[config.mk]
export PLATFORM = sky130hd
export DESIGN_NAME = cdt_decode_timing
export DESIGN_NICKNAME = d
export VERILOG_FILES = /design/src/hdl/cdt_pkg.sv /design/src/hdl/cdt_decode_timing.sv
export SDC_FILE = /design/constraint.sdc
export NUM_CORES = 1
export LEC_CHECK = 0
export ABC_AREA = 1
export BUFFER_PORTS_ARGS = -buffer_cell sky130_fd_sc_hd__buf_2
export CAP_MARGIN = 0
export CORE_ASPECT_RATIO = 0.9
export CORE_MARGIN = 3
export CORE_UTILIZATION = 39
export CTS_CLUSTER_SIZE = 12
export DETAILED_ROUTE_END_ITERATION = 6
export GPL_TIMING_DRIVEN = 0
export SLEW_MARGIN = 20
export SYNTH_ARGS = -nofsm -noshare
export SYNTH_HDL_FRONTEND = slang
export SYNTH_SLANG_ARGS = --single-unit
[constraint.sdc]
create_clock -name ref_clk -period 5.98 [get_ports ref_clk]
set_input_delay 0.598 -clock ref_clk [delete_from_list [all_inputs] [get_ports ref_clk]]
set_output_delay 0.598 -clock ref_clk [all_outputs]
set_load 0.01 [all_outputs]
[src/hdl/cdt_pkg.sv]
// Function
// (RL1) Decode standard opcode set with identical encodings
// (RL2) Indirect operand pointer is R0 or R1
// (RL3) Relative operand is signed two's complement byte
// (RL4) Destinations decode as 16-bit or 11-bit addresses
// (RL5) Add/add_with_carry/subtract_with_borrow: 1 or 2 bytes, 1 cycle
// (RL6) Add_with_carry adds carry; subtract_with_borrow also subtracts carry
// (RL7) Inc/dec take 1 cycle; direct form 2 bytes
// (RL8) Data pointer increment: 1 byte, 2 cycles
// (RL9) And/or/xor into accumulator take 1 cycle
// (RL10) Logic accumulator into direct: 2 bytes, 1 cycle
// (RL11) Logic immediate into direct: 3 bytes, 2 cycles
// (RL12) Accumulator clear/complement/swap/rotates: 1 byte, 1 cycle
// (RL13) Carry rotates go through carry; plain rotates not
// (RL14) Carry ops 1 byte; bit ops 2 bytes; 1 cycle
// (RL15) Carry and/or with bit or inverted: 2/2
// (RL16) Bit to carry 2/1; carry to bit 2/2
// (RL17) Moves into accumulator take 1 cycle
// (RL18) Accumulator to direct byte: 2 bytes, 1 cycle
// (RL19) Bank register to direct byte: 2 bytes, 2 cycles
// (RL20) Retire only after full machine cycle count
package cdt_pkg;
  localparam logic [1:0] LEN_1 = 2'h1;
  localparam logic [1:0] LEN_2 = 2'h2;
  localparam logic [1:0] LEN_3 = 2'h3;
  localparam logic [2:0] CYC_1 = 3'h1;
  localparam logic [2:0] CYC_2 = 3'h2;
  localparam logic [3:0] ROW_INC = 4'h0;
  localparam logic [3:0] ROW_DEC = 4'h1;
  localparam logic [3:0] ROW_ADD = 4'h2;
  localparam logic [3:0] ROW_ADD_WITH_CARRY = 4'h3;
  localparam logic [3:0] ROW_ORL = 4'h4;
  localparam logic [3:0] ROW_ANL = 4'h5;
  localparam logic [3:0] ROW_XRL = 4'h6;
  localparam logic [3:0] ROW_SUBTRACT_WITH_BORROW = 4'h9;
  localparam logic [3:0] ROW_CJNE = 4'hB;
  localparam logic [3:0] ROW_MOV_A = 4'hE;
  localparam logic [3:0] LO_AJMP = 4'h1;
  localparam logic [3:0] LO_DIR_A = 4'h2;
  localparam logic [3:0] LO_DIR_IMM = 4'h3;
  localparam logic [3:0] LO_IMM = 4'h4;
  localparam logic [3:0] LO_DIR = 4'h5;
  localparam logic [3:0] LO_IND0 = 4'h6;
  localparam logic [3:0] LO_IND1 = 4'h7;
  localparam logic [4:0] OP_DJNZ_R = 5'h1B;
  localparam logic [4:0] OP_MOV_DIR_R = 5'h11;
  localparam logic [7:0] OP_INC_DATA_POINTER_16 = 8'hA3;
  localparam logic [7:0] OP_CLR_A = 8'hE4;
  localparam logic [7:0] OP_CPL_A = 8'hF4;
  localparam logic [7:0] OP_SWAP = 8'hC4;
  localparam logic [7:0] OP_RL = 8'h23;
  localparam logic [7:0] OP_RLC = 8'h33;
  localparam logic [7:0] OP_RR = 8'h03;
  localparam logic [7:0] OP_RRC = 8'h13;
  localparam logic [7:0] OP_CLR_C = 8'hC3;
  localparam logic [7:0] OP_CLR_BIT = 8'hC2;
  localparam logic [7:0] OP_SET_C = 8'hD3;
  localparam logic [7:0] OP_SET_BIT = 8'hD2;
  localparam logic [7:0] OP_CPL_C = 8'hB3;
  localparam logic [7:0] OP_CPL_BIT = 8'hB2;
  localparam logic [7:0] OP_ANL_C = 8'h82;
  localparam logic [7:0] OP_ANL_NC = 8'hB0;
  localparam logic [7:0] OP_ORL_C = 8'h72;
  localparam logic [7:0] OP_ORL_NC = 8'hA0;
  localparam logic [7:0] OP_MOV_C_BIT = 8'hA2;
  localparam logic [7:0] OP_MOV_BIT_C = 8'h92;
  localparam logic [7:0] OP_MOV_A_IMM = 8'h74;
  localparam logic [7:0] OP_MOV_DIR_A = 8'hF5;
  localparam logic [7:0] OP_LJMP = 8'h02;
  localparam logic [7:0] OP_LCALL = 8'h12;
  localparam logic [7:0] OP_SJMP = 8'h80;
  localparam logic [7:0] OP_JC = 8'h40;
  localparam logic [7:0] OP_JNC = 8'h50;
  localparam logic [7:0] OP_JZ = 8'h60;
  localparam logic [7:0] OP_JNZ = 8'h70;
  localparam logic [7:0] OP_JBC = 8'h10;
  localparam logic [7:0] OP_JB = 8'h20;
  localparam logic [7:0] OP_JNB = 8'h30;
  localparam logic [7:0] OP_DJNZ_DIR = 8'hD5;

  typedef enum logic [2:0] {SRC_NONE, SRC_ACC, SRC_REG, SRC_DIR, SRC_IND, SRC_IMM} cdt_src_e;
  typedef enum logic [5:0] {
    CLS_NONE, CLS_ARITH, CLS_INCDEC, CLS_INC_DATA_POINTER_16, CLS_LOGIC, CLS_ACC_OP, CLS_CARRY_OP,
    CLS_BIT_OP, CLS_BIT_LOGIC, CLS_BIT_MOVE, CLS_MOVE, CLS_BRANCH
  } cdt_cls_e;
  typedef enum logic [0:0] {ST_IDLE, ST_BUSY} cdt_st_e;

  typedef struct packed {
    logic [7:0] op;
    logic [7:0] b1;
    logic [7:0] b2;
  } cdt_instr_s;

  typedef struct packed {
    logic [7:0] acc;
    logic [7:0] src;
    logic [7:0] dst;
    logic cy;
    logic bitv;
    logic [15:0] pc;
  } cdt_opnd_s;

  typedef struct packed {
    cdt_cls_e cls;
    logic known;
    logic [1:0] len;
    logic [2:0] cyc;
    cdt_src_e src;
    logic [2:0] reg_idx;
    logic ptr_r1;
    logic acc_we;
    logic [7:0] acc;
    logic cy_we;
    logic cy;
    logic flag_we;
    logic ac;
    logic ov;
    logic dst_we;
    logic [7:0] dst;
    logic bit_we;
    logic bit_val;
    logic data_pointer_16_inc;
    logic [15:0] rel;
    logic tgt_vld;
    logic [15:0] tgt;
  } cdt_result_s;

  typedef struct packed {
    cdt_st_e st;
    logic [2:0] cnt;
    logic ready;
    logic retire;
    cdt_result_s res;
  } cdt_state_s;

  localparam cdt_state_s STATE_RST = '{st: ST_IDLE, cnt: 3'h0, ready: 1'h1, retire: 1'h0, res: '0};
endpackage

[src/hdl/cdt_decode_timing.sv]
`timescale 1ns/1ps
`default_nettype none
module cdt_decode_timing import cdt_pkg::*; (
  // Clock and reset
  input wire logic ref_clk,
  input wire logic srst,
  input wire logic clk_en,
  // Issue side
  input wire logic issue_vld,
  input wire cdt_instr_s instr,
  input wire cdt_opnd_s opnd,
  // Result side
  output logic ready,
  output logic retire,
  output cdt_result_s res
);
  cdt_state_s st_ff;
  cdt_state_s nxt_st;
  logic take;

  function automatic logic [7:0] logic_op(input logic [3:0] hi, input logic [7:0] a,
                                          input logic [7:0] b);
    logic [7:0] v;
    v = a ^ b;
    if (hi == ROW_ANL) v = a & b;
    else if (hi == ROW_ORL) v = a | b;
    return v;
  endfunction

  function automatic cdt_result_s exec(input cdt_instr_s i, input cdt_opnd_s o);
    cdt_result_s r;
    logic [3:0] hi;
    logic [3:0] lo;
    logic [7:0] s;
    logic [7:0] a;
    logic [8:0] sum;
    logic [4:0] nib;
    logic [7:0] rb;
    logic is_rel;
    logic is_abs;
    logic is_long;
    logic [15:0] pcn;
    r = '0;
    hi = i.op[7:4];
    lo = i.op[3:0];
    a = o.acc;
    is_rel = 1'h0;
    is_abs = 1'h0;
    is_long = 1'h0;
    rb = i.b1;
    r.known = 1'h1;
    r.len = LEN_1;
    r.cyc = CYC_1;
    r.reg_idx = i.op[2:0];
    r.ptr_r1 = i.op[0]; // RL2
    r.src = lo[3] ? SRC_REG : (lo == LO_IND0 || lo == LO_IND1) ? SRC_IND :
            (lo == LO_DIR) ? SRC_DIR : SRC_IMM;
    s = (r.src == SRC_IMM) ? i.b1 : o.src;
    // Decoded straight off the standard encodings
    unique case (i.op) // RL1
      OP_INC_DATA_POINTER_16: begin
        r.cls = CLS_INC_DATA_POINTER_16;
        r.cyc = CYC_2; // RL8
        r.data_pointer_16_inc = 1'h1;
      end
      OP_CLR_A, OP_CPL_A, OP_SWAP, OP_RL, OP_RLC, OP_RR, OP_RRC: begin
        r.cls = CLS_ACC_OP; // RL12
        r.acc_we = 1'h1;
        r.cy = o.cy;
        unique case (i.op)
          OP_CLR_A: r.acc = '0;
          OP_CPL_A: r.acc = ~a;
          OP_SWAP: r.acc = {a[3:0], a[7:4]};
          OP_RL: r.acc = {a[6:0], a[7]};
          OP_RR: r.acc = {a[0], a[7:1]};
          OP_RLC: begin
            r.acc = {a[6:0], o.cy}; // RL13
            r.cy = a[7];
            r.cy_we = 1'h1;
          end
          default: begin
            r.acc = {o.cy, a[7:1]}; // RL13
            r.cy = a[0];
            r.cy_we = 1'h1;
          end
        endcase
      end
      OP_CLR_C, OP_SET_C, OP_CPL_C: begin
        r.cls = CLS_CARRY_OP; // RL14
        r.cy_we = 1'h1;
        r.cy = (i.op == OP_SET_C) | ((i.op == OP_CPL_C) & ~o.cy);
      end
      OP_CLR_BIT, OP_SET_BIT, OP_CPL_BIT: begin
        r.cls = CLS_BIT_OP;
        r.len = LEN_2; // RL14
        r.bit_we = 1'h1;
        r.bit_val = (i.op == OP_SET_BIT) | ((i.op == OP_CPL_BIT) & ~o.bitv);
      end
      OP_ANL_C, OP_ANL_NC, OP_ORL_C, OP_ORL_NC: begin
        r.cls = CLS_BIT_LOGIC;
        r.len = LEN_2; // RL15
        r.cyc = CYC_2;
        r.cy_we = 1'h1;
        unique case (i.op)
          OP_ANL_C: r.cy = o.cy & o.bitv;
          OP_ANL_NC: r.cy = o.cy & ~o.bitv;
          OP_ORL_C: r.cy = o.cy | o.bitv;
          default: r.cy = o.cy | ~o.bitv;
        endcase
      end
      OP_MOV_C_BIT: begin
        r.cls = CLS_BIT_MOVE;
        r.len = LEN_2; // RL16
        r.cy_we = 1'h1;
        r.cy = o.bitv;
      end
      OP_MOV_BIT_C: begin
        r.cls = CLS_BIT_MOVE;
        r.len = LEN_2; // RL16
        r.cyc = CYC_2;
        r.bit_we = 1'h1;
        r.bit_val = o.cy;
      end
      OP_MOV_A_IMM: begin
        r.cls = CLS_MOVE;
        r.len = LEN_2; // RL17
        r.acc_we = 1'h1;
        r.acc = i.b1;
      end
      OP_MOV_DIR_A: begin
        r.cls = CLS_MOVE;
        r.len = LEN_2; // RL18
        r.src = SRC_ACC;
        r.dst_we = 1'h1;
        r.dst = a;
      end
      OP_LJMP, OP_LCALL: begin
        r.cls = CLS_BRANCH;
        r.len = LEN_3;
        r.cyc = CYC_2;
        is_long = 1'h1;
      end
      OP_SJMP, OP_JC, OP_JNC, OP_JZ, OP_JNZ: begin
        r.cls = CLS_BRANCH;
        r.len = LEN_2;
        r.cyc = CYC_2;
        is_rel = 1'h1;
      end
      OP_JBC, OP_JB, OP_JNB, OP_DJNZ_DIR: begin
        r.cls = CLS_BRANCH;
        r.len = LEN_3;
        r.cyc = CYC_2;
        is_rel = 1'h1;
        rb = i.b2;
      end
      default: begin
        if (lo == LO_AJMP) begin
          r.cls = CLS_BRANCH;
          r.len = LEN_2;
          r.cyc = CYC_2;
          is_abs = 1'h1;
        end else if (hi == ROW_CJNE && lo >= LO_IMM) begin
          r.cls = CLS_BRANCH;
          r.len = LEN_3;
          r.cyc = CYC_2;
          is_rel = 1'h1;
          rb = i.b2;
        end else if (i.op[7:3] == OP_DJNZ_R) begin
          r.cls = CLS_BRANCH;
          r.len = LEN_2;
          r.cyc = CYC_2;
          is_rel = 1'h1;
        end else if (i.op[7:3] == OP_MOV_DIR_R) begin
          r.cls = CLS_MOVE;
          r.src = SRC_REG;
          r.len = LEN_2; // RL19
          r.cyc = CYC_2;
          r.dst_we = 1'h1;
          r.dst = o.src;
        end else if (lo >= LO_IMM) begin
          r.len = (r.src == SRC_IMM || r.src == SRC_DIR) ? LEN_2 : LEN_1; // RL5 RL9 RL17
          unique case (hi)
            ROW_INC, ROW_DEC: begin
              r.cls = CLS_INCDEC; // RL7
              if (lo == LO_IMM) begin
                r.src = SRC_ACC;
                r.len = LEN_1;
                r.acc_we = 1'h1;
                r.acc = (hi == ROW_INC) ? a + 8'h01 : a - 8'h01;
              end else begin
                r.dst_we = 1'h1;
                r.dst = (hi == ROW_INC) ? o.dst + 8'h01 : o.dst - 8'h01;
              end
            end
            ROW_ADD, ROW_ADD_WITH_CARRY, ROW_SUBTRACT_WITH_BORROW: begin
              r.cls = CLS_ARITH; // RL5
              r.acc_we = 1'h1;
              r.cy_we = 1'h1;
              r.flag_we = 1'h1;
              // Plain add ignores carry; the other two fold it in
              if (hi == ROW_SUBTRACT_WITH_BORROW) begin
                sum = {1'h0, a} - {1'h0, s} - {8'h00, o.cy}; // RL6
                nib = {1'h0, a[3:0]} - {1'h0, s[3:0]} - {4'h0, o.cy};
                r.ov = (a[7] ^ s[7]) & (a[7] ^ sum[7]);
              end else begin
                sum = {1'h0, a} + {1'h0, s} + {8'h00, o.cy & (hi == ROW_ADD_WITH_CARRY)}; // RL6
                nib = {1'h0, a[3:0]} + {1'h0, s[3:0]} + {4'h0, o.cy & (hi == ROW_ADD_WITH_CARRY)};
                r.ov = ~(a[7] ^ s[7]) & (a[7] ^ sum[7]);
              end
              r.acc = sum[7:0];
              r.cy = sum[8];
              r.ac = nib[4];
            end
            ROW_ORL, ROW_ANL, ROW_XRL: begin
              r.cls = CLS_LOGIC; // RL9
              r.acc_we = 1'h1;
              r.acc = logic_op(hi, a, s);
            end
            ROW_MOV_A: begin
              r.cls = CLS_MOVE; // RL17
              r.acc_we = 1'h1;
              r.acc = s;
            end
            default: r.known = 1'h0;
          endcase
        end else if ((lo == LO_DIR_A || lo == LO_DIR_IMM) &&
                     (hi == ROW_ORL || hi == ROW_ANL || hi == ROW_XRL)) begin
          r.cls = CLS_LOGIC;
          r.dst_we = 1'h1;
          r.src = (lo == LO_DIR_A) ? SRC_ACC : SRC_IMM;
          r.len = (lo == LO_DIR_A) ? LEN_2 : LEN_3; // RL10 RL11
          r.cyc = (lo == LO_DIR_A) ? CYC_1 : CYC_2; // RL10 RL11
          r.dst = logic_op(hi, o.dst, (lo == LO_DIR_A) ? a : i.b2);
        end else begin
          r.known = 1'h0;
        end
      end
    endcase
    // Relative and 11-bit targets count from the byte after the whole instruction
    pcn = o.pc + {14'h0000, r.len};
    r.rel = is_rel ? {{8{rb[7]}}, rb} : 16'h0000; // RL3
    r.tgt_vld = is_rel | is_abs | is_long;
    if (is_long) r.tgt = {i.b1, i.b2}; // RL4
    else if (is_abs) r.tgt = {pcn[15:11], i.op[7:5], i.b1}; // RL4
    else if (is_rel) r.tgt = pcn + r.rel; // RL3
    return r;
  endfunction

  assign take = clk_en & issue_vld & (st_ff.st == ST_IDLE);

  always_comb begin
    nxt_st = st_ff;
    if (clk_en) begin
      nxt_st.retire = 1'h0;
      unique case (st_ff.st)
        ST_IDLE: begin
          if (issue_vld) begin
            nxt_st.res = exec(instr, opnd);
            nxt_st.cnt = nxt_st.res.cyc;
            nxt_st.st = ST_BUSY;
            nxt_st.ready = 1'h0;
          end
        end
        ST_BUSY: begin
          // Operand values never shorten the count
          nxt_st.cnt = st_ff.cnt - CYC_1; // RL20
          if (st_ff.cnt == CYC_1) begin
            nxt_st.st = ST_IDLE;
            nxt_st.ready = 1'h1;
            nxt_st.retire = 1'h1; // RL20
          end
        end
      endcase
    end
  end

  always_ff @(posedge ref_clk) begin
    if (srst) st_ff <= STATE_RST;
    else st_ff <= nxt_st;
  end
  assign ready = st_ff.ready;
  assign retire = st_ff.retire;
  assign res = st_ff.res;
  // Enabled edges since issue, for checking only
  logic [2:0] chk_cnt_ff;
  always_ff @(posedge ref_clk) begin
    if (srst) chk_cnt_ff <= '0;
    else if (take) chk_cnt_ff <= '0;
    else if (clk_en && !st_ff.ready) chk_cnt_ff <= chk_cnt_ff + 3'h1;
  end
endmodule
`default_nettype wire

==> results of run 1 <==
==> flip-flops by register name, summed over array words and instances (netlist names) <==
signal	flops
retire	1
res	66
ready	1
st_ff	4
==> per-stage QoR <==
step	hold WS [ps]	util (%)	cells
6_report	452	46.8	1780
3_3_place_gp	443	45.2	1764
5_1_grt	481	46.8	1779
3_5_place_dp	443	45.2	1764
4_1_cts	456	46.7	1779
2_1_floorplan	427	-	1333
==> worst max path at each step <==
stage / to / slack, ps / cells after the start
detailed placement: res[14] / -680 / 28
CTS: res[14] / 160 / 32
floorplan: res[14] / 1250 / 31
finish: res[14] / 280 / 33
global route: res[14] / -1 / 33
global placement: res[14] / -570 / 28
==> layer usage <==
layer	vias up	part of all wire, %	global-route usage [%]
li1	4698	-	-
met1	4406	49	46.0
met2	505	39	38.2
met3	40	9.8	4.38
met4	0	1.9	5.98
met5	-	0	0
==> critical path, delay by kind of cell <==
| kind | cells | cell delay, ps |
|---|---|---|
| adders and majority gates | 2 | 630 |
| AOI/OAI and AO/OA | 4 | 920 |
| xor gates and xnor gates | 1 | 230 |
| and+or+nand+nor | 20 | 2900 |
| buffers and inverters | 6 | 690 |
==> area by class of cell <==
type	count	area [um2]	area share, %
Clock inverter	6	68.8	0.699
Buffer	111	724	7.36
Tap cell	286	358	3.64
Timing Repair Buffer	145	726	7.38
Sequential cell	72	1440	14.6
Multi-Input combinational cell	960	5580	56.7
Clock buffer	9	225	2.29
Inverter	190	713	7.25
Antenna cell	1	2.50	0.0254
==> power by group <==
group | switching [uW] | internal (uW)
Combinational | 395 | 220
Sequential | 14.7 | 502
Clock | 239 | 324
Total | 649 | 1050
==> cell families after synthesis <==
logic type	after synthesis	synth area share, %
AOI/OAI and AO/OA	339	24.0
xor gates and xnor gates	28	2.91
adders and majority gates	86	13.5
buffers and inverters	301	17.1
DFF	72	17.1
other	1	0.0445
and+or+nand+nor	504	25.3
==> synthesized netlist by cell type, drive strengths merged (7+ instances only) <==
cell type	n	area share (%)
a21oi	78	4.6
a22oi	7	0.62
a31oi	17	1.3
buf	83	7.4
clkbuf	28	1.2
dfxtp	72	17
fa	8	1.9
ha	78	12
inv	188	8.4
nand2	301	14
nand3	54	3.3
nand4	11	0.82
nor2	109	5.4
nor3	14	0.83
o211ai	37	3.4
o21ai	139	8.3
o221ai	16	1.7
o22ai	12	0.89
or2	7	0.52
xnor2	14	1.5
xor2	14	1.5
==> results by group, run 1 <==
Outcome
  • Status: completed

Critical path
  • Worst-path maximum fanout: 9
  • WS Path Type: input pin to register
  • RR Startpoint: st_ff[83]
  • Worst Path Required: 6260 ps
  • Worst Reg2Reg Path Length in Cells: 6
  • Crit path largest cell delay: 350 ps
  • CP dominant cell by count: nand2_1
  • Crit end category: register
  • CP startpoint kind: input pin
  • Worst R2R Setup Slack: 3320 ps
  • R2r endpoint: res[72]
  • CP max stage cell: or2_2
  • CP arrival: 5980 ps
  • CP Launch Point: instr[17]

Floorplanning
  • Core box area: 21000 um2
  • DIE AREA: 23400 um2
  • Ports: 150
  • Initial cell density of the core: 40.1%
  • Die W: 161 um
  • # rows: 50
  • Die H: 145 um

Layout
  • Layout area overhead: 16.9%
  • Filler cell count: 2288
  • Most frequent cells in the layout: 289 x nand2_1, 181 x inv_1, 148 x buf_2, 130 x o21ai_0, 98 x nor2_1
  • Number of nets in the layout: 1645
  • Layout cells sized above 1: 19.1%
  • Final Cell Area: 9840 um2
  • Commonest non-fill, non-tap cell in the layout: nand2_1

Clock tree
  • Hold Buf Count CTS: 0
  • CTS Buffer Depth: 2
  • H-tree lvl count: 3
  • Num CTS Buffers: 9
  • Setup Buffers After CTS: 0
  • CTS tree: built
  • Clk slew on worst S/H paths: 60 ps
  • Post-CTS Resized: 3
  • Worst skew pair latency: 350 ps
  • Root Buffer: clkbuf_16
  • Clk sinks: 72

Global routing
  • Initial antenna violation count: 0
  • GRT Total Usage: 28.2%
  • Pin count of the biggest net entering global routing: 18
  • Congestion Overflow GR: 0
  • First-pass GRT wire length: 51700 um
  • Via count of the first global-routing pass: 8629

Yosys
  • EDFF count, synth: 0
  • FF+latch count, synth: 72
  • Syn_area_per_cell: 6.33 um2
  • FFs w/ async S/R, synth: 0%
  • Mapped Area: 8420 um2
  • Synthesized instance count: 1331
  • Ys Warns: 0
  • Sequential share of the synthesized area: 17.1%
  • Distinct cells, synth: 51
  • Top_reg_cell synth: dfxtp_1

Placed design
  • GP Congestion: 1.03
  • Place WS: -676 ps
  • Number of buffer cells added on primary ports: 145
  • Final HPWL DP: 28200 um
  • Post-DP Area: 9510 um2

Route
  • DR vias/cell: 5.42
  • Drc violations: 0
  • ANT nets after route: 0
  • Vias post-DR: 9649
  • DRT Pass-1 Iters: 7
  • Starting DRT DRC Count: 1284
  • WL per Instance: 19.4 um
  • Final wirelength: 34600 um

Power
  • Power per standard cell area: 172 nW/um2
  • Leak pwr: 0.00521 uW
  • Worst VDD drop: 99.0 uV
  • Final Power: 1700 uW

Timing
  • Slew @ Worst Pin: 803 ps
  • Post-route clock period utilization: 95.3%
  • Max-slew headroom: 45.9%
  • Final slew viol count: 0
  • Fin Clk Skew: 17.7 ps
  • Final WS setup: 279 ps
  • Final hold vios: 0
  • Setup TNS: 0 ps
  • Fmax: 175 MHz
  • Min Tclk post-route: 5700 ps
  • Final setup viols: 0

Worst hold path
  • HP Class: register to register
  • End of the worst hold path: res[4]
  • Worst Hold Depth: 2
  • Min-delay src: res[4]

Job
  • # Max-Cap Violations: 0
Power figures use the tool's default switching activity.
==> run 2: changes to the inputs <==
Settings changed: CTS_BUF_LIST from default to sky130_fd_sc_hd__clkbuf_2 sky130_fd_sc_hd__clkbuf_4 sky130_fd_sc_hd__clkbuf_8.
Clock period 5.98 ns to 4.9 ns, I/O delays scaled along.
==> run 2 against run 1 <==
  * Via count grew 2.5%
  * Register-to-register slack lost 1100 ps
  * Cell count up 2.1%
  * Die area stayed put
  * Global-route usage rose by 0.35 points
==> results by group, run 2 (synthesized netlist as in run 1, its figures left out) <==
Layout
  • Most frequent cells in the layout: 266 x nand2_1, 170 x inv_1, 142 x buf_2, 129 x o21ai_0, 118 x buf_4
  • Commonest non-fill, non-tap cell in the layout: nand2_1
  • Layout cells sized above 1: 25.6%
  • Diodes inserted: 0
  • Final Cell Area: 10400 um2
  • Layout area overhead: 23.1%
  • Core Util, Final: 49.3%
  • Number of nets in the layout: 1683
  • Number of flip-flops in the largest register: 66
  • Filler cell count: 2236

Critical path
  • Worst Path Required: 5210 ps
  • Stages on the worst setup path: 32
  • Crit path largest cell delay: 350 ps
  • Worst path bufs/invs: 6
  • CP startpoint kind: input pin
  • Worst Reg2Reg Path Length in Cells: 6
  • Top Family by Delay on Critical Path: simple AND/OR/NAND/NOR gates
  • CP max stage cell: o211ai_1
  • Crit end category: register
  • Worst-path maximum fanout: 7
  • WS Path Type: input pin to register
  • CP arrival: 5140 ps

Global routing
  • Pin count of the biggest net entering global routing: 17
  • GRT Total Usage: 28.6%
  • Congestion Overflow GR: 0
  • Via count of the first global-routing pass: 8738
  • Initial antenna violation count: 0
  • First-pass GRT wire length: 52100 um

Route
  • DRT Pass-1 Iters: 6
  • ANT nets after route: 0
  • Starting DRT DRC Count: 1182
  • Drc violations: 0
  • Final wirelength: 35700 um
  • DR vias/cell: 5.45
  • Vias post-DR: 9895
  • WL per Instance: 19.6 um

Power
  • Clock power share: 26.3%
  • Final Power: 1940 uW
  • Worst VDD drop: 116 uV
  • NetSw: 796 uW
  • Combinational Power Share: 41.2%
  • Sw Share: 41.1%
  • Power per standard cell area: 187 nW/um2
  • Leak pwr: 0.00545 uW
  • Int Pwr: 1140 uW
  • Share of total power in sequential cells: 32.5%

Floorplanning
  • Initial cell density of the core: 40.1%
  • Core box area: 21000 um2
  • Die H: 145 um
  • DIE AREA: 23400 um2
  • # rows: 50
  • Die W: 161 um
  • Ports: 150

Clock tree
  • CTS tree: built
  • CTS Buffer Depth: 2
  • H-tree lvl count: 3
  • Clk sinks: 72
  • Clk slew on worst S/H paths: 100 ps
  • Worst skew pair latency: 380 ps
  • Hold Buf Count CTS: 0
  • Root Buffer: clkbuf_8
  • Num CTS Buffers: 9

Placed design
  • Post-DP Area: 9510 um2
  • Final HPWL DP: 28200 um
  • GP Congestion: 1.03
  • Number of buffer cells added on primary ports: 145

Timing
  • Final setup viols: 0
  • Slew @ Worst Pin: 808 ps
  • Final slew viol count: 0
  • Max-slew headroom: 45.6%
  • Fin Clk Skew: 22.2 ps
  • Final hold vios: 0
  • Post-route clock period utilization: 98.7%
  • Fmax: 207 MHz
  • Min Tclk post-route: 4840 ps

Worst hold path
  • Worst Hold Depth: 2
  • HP Class: input pin to register

Outcome
  • Status: completed

Job
  • # Max-Cap Violations: 0
[run 2: cell types whose count changed in the layout (fill, tap and decap cells not counted), sizes merged]
cell and delta:
clkinvlp +1, nor2 +1, buf +34, inv -1, clkbuf +3, diode -1
[run 2: stage by stage]
stage	TNS [ps]	hold slack, ps	instances	setup slack (ps)
2_1_floorplan	0	427	1333	276
3_3_place_gp	-8910	443	1764	-1540
3_5_place_dp	-9700	443	1764	-1650
5_1_grt	-187	372	1817	-124
6_report	0	344	1817	61.4
4_1_cts	0	336	1793	12.7
[run 2: timing repair]
action,in CTS,in global routing
gates cloned,0,1
pin swaps,13,31
buffers inserted,14,23
setup endpoints to repair,10,5
resized for setup,46,67
[run 2: per-layer routing]
layer | GRT usage, % | wire length [um] | up-vias
li1 | - | - | 4771
met1 | 46.1 | 17500 | 4591
met2 | 38.5 | 14000 | 486
met3 | 4.72 | 3320 | 47
met4 | 7.05 | 805 | 0
met5 | 0 | 0 | -
[run 2: worst reg2reg max path, cell delays in order, from the launching register on]
cell	delay, ps
dfxtp_1	370
nor2_1	190
nand2_1	370
nor2_1	700
clkbuf_1	480
o311ai_0	360
nand2_1	120
[run 2: path summary, 6_finish.rpt]
path,start,end,slack (ps)
hold / removal,srst,res[65],340
hold reg to reg,res[3],res[3],460
setup / recovery,instr[17],res[14],60
setup reg to reg,st_ff[83],res[72],2260
[run 2: layout make-up]
cell class              instances  area [um2]  share of cell area, %
clock buffers                   9         124                   1.20
repair buffers                182        1020                   9.80
clock inverters                 6        68.8                  0.664
inverters                     190         729                   7.04
plain buffers                 111         728                   7.03
well taps                     286         358                   3.45
flip-flops and latches         72        1440                   13.9
multi-input cells             961        5900                   56.9
[run 2: power by group through the flow]
stage | Sequential [uW] | Combinational, uW | Clock, uW
after global placement | 643 | 726 | 0
after floorplan | 636 | 488 | 0
after CTS | 629 | 756 | 516
after detailed placement | 643 | 731 | 0
final | 630 | 798 | 511
after global routing | 633 | 879 | 540
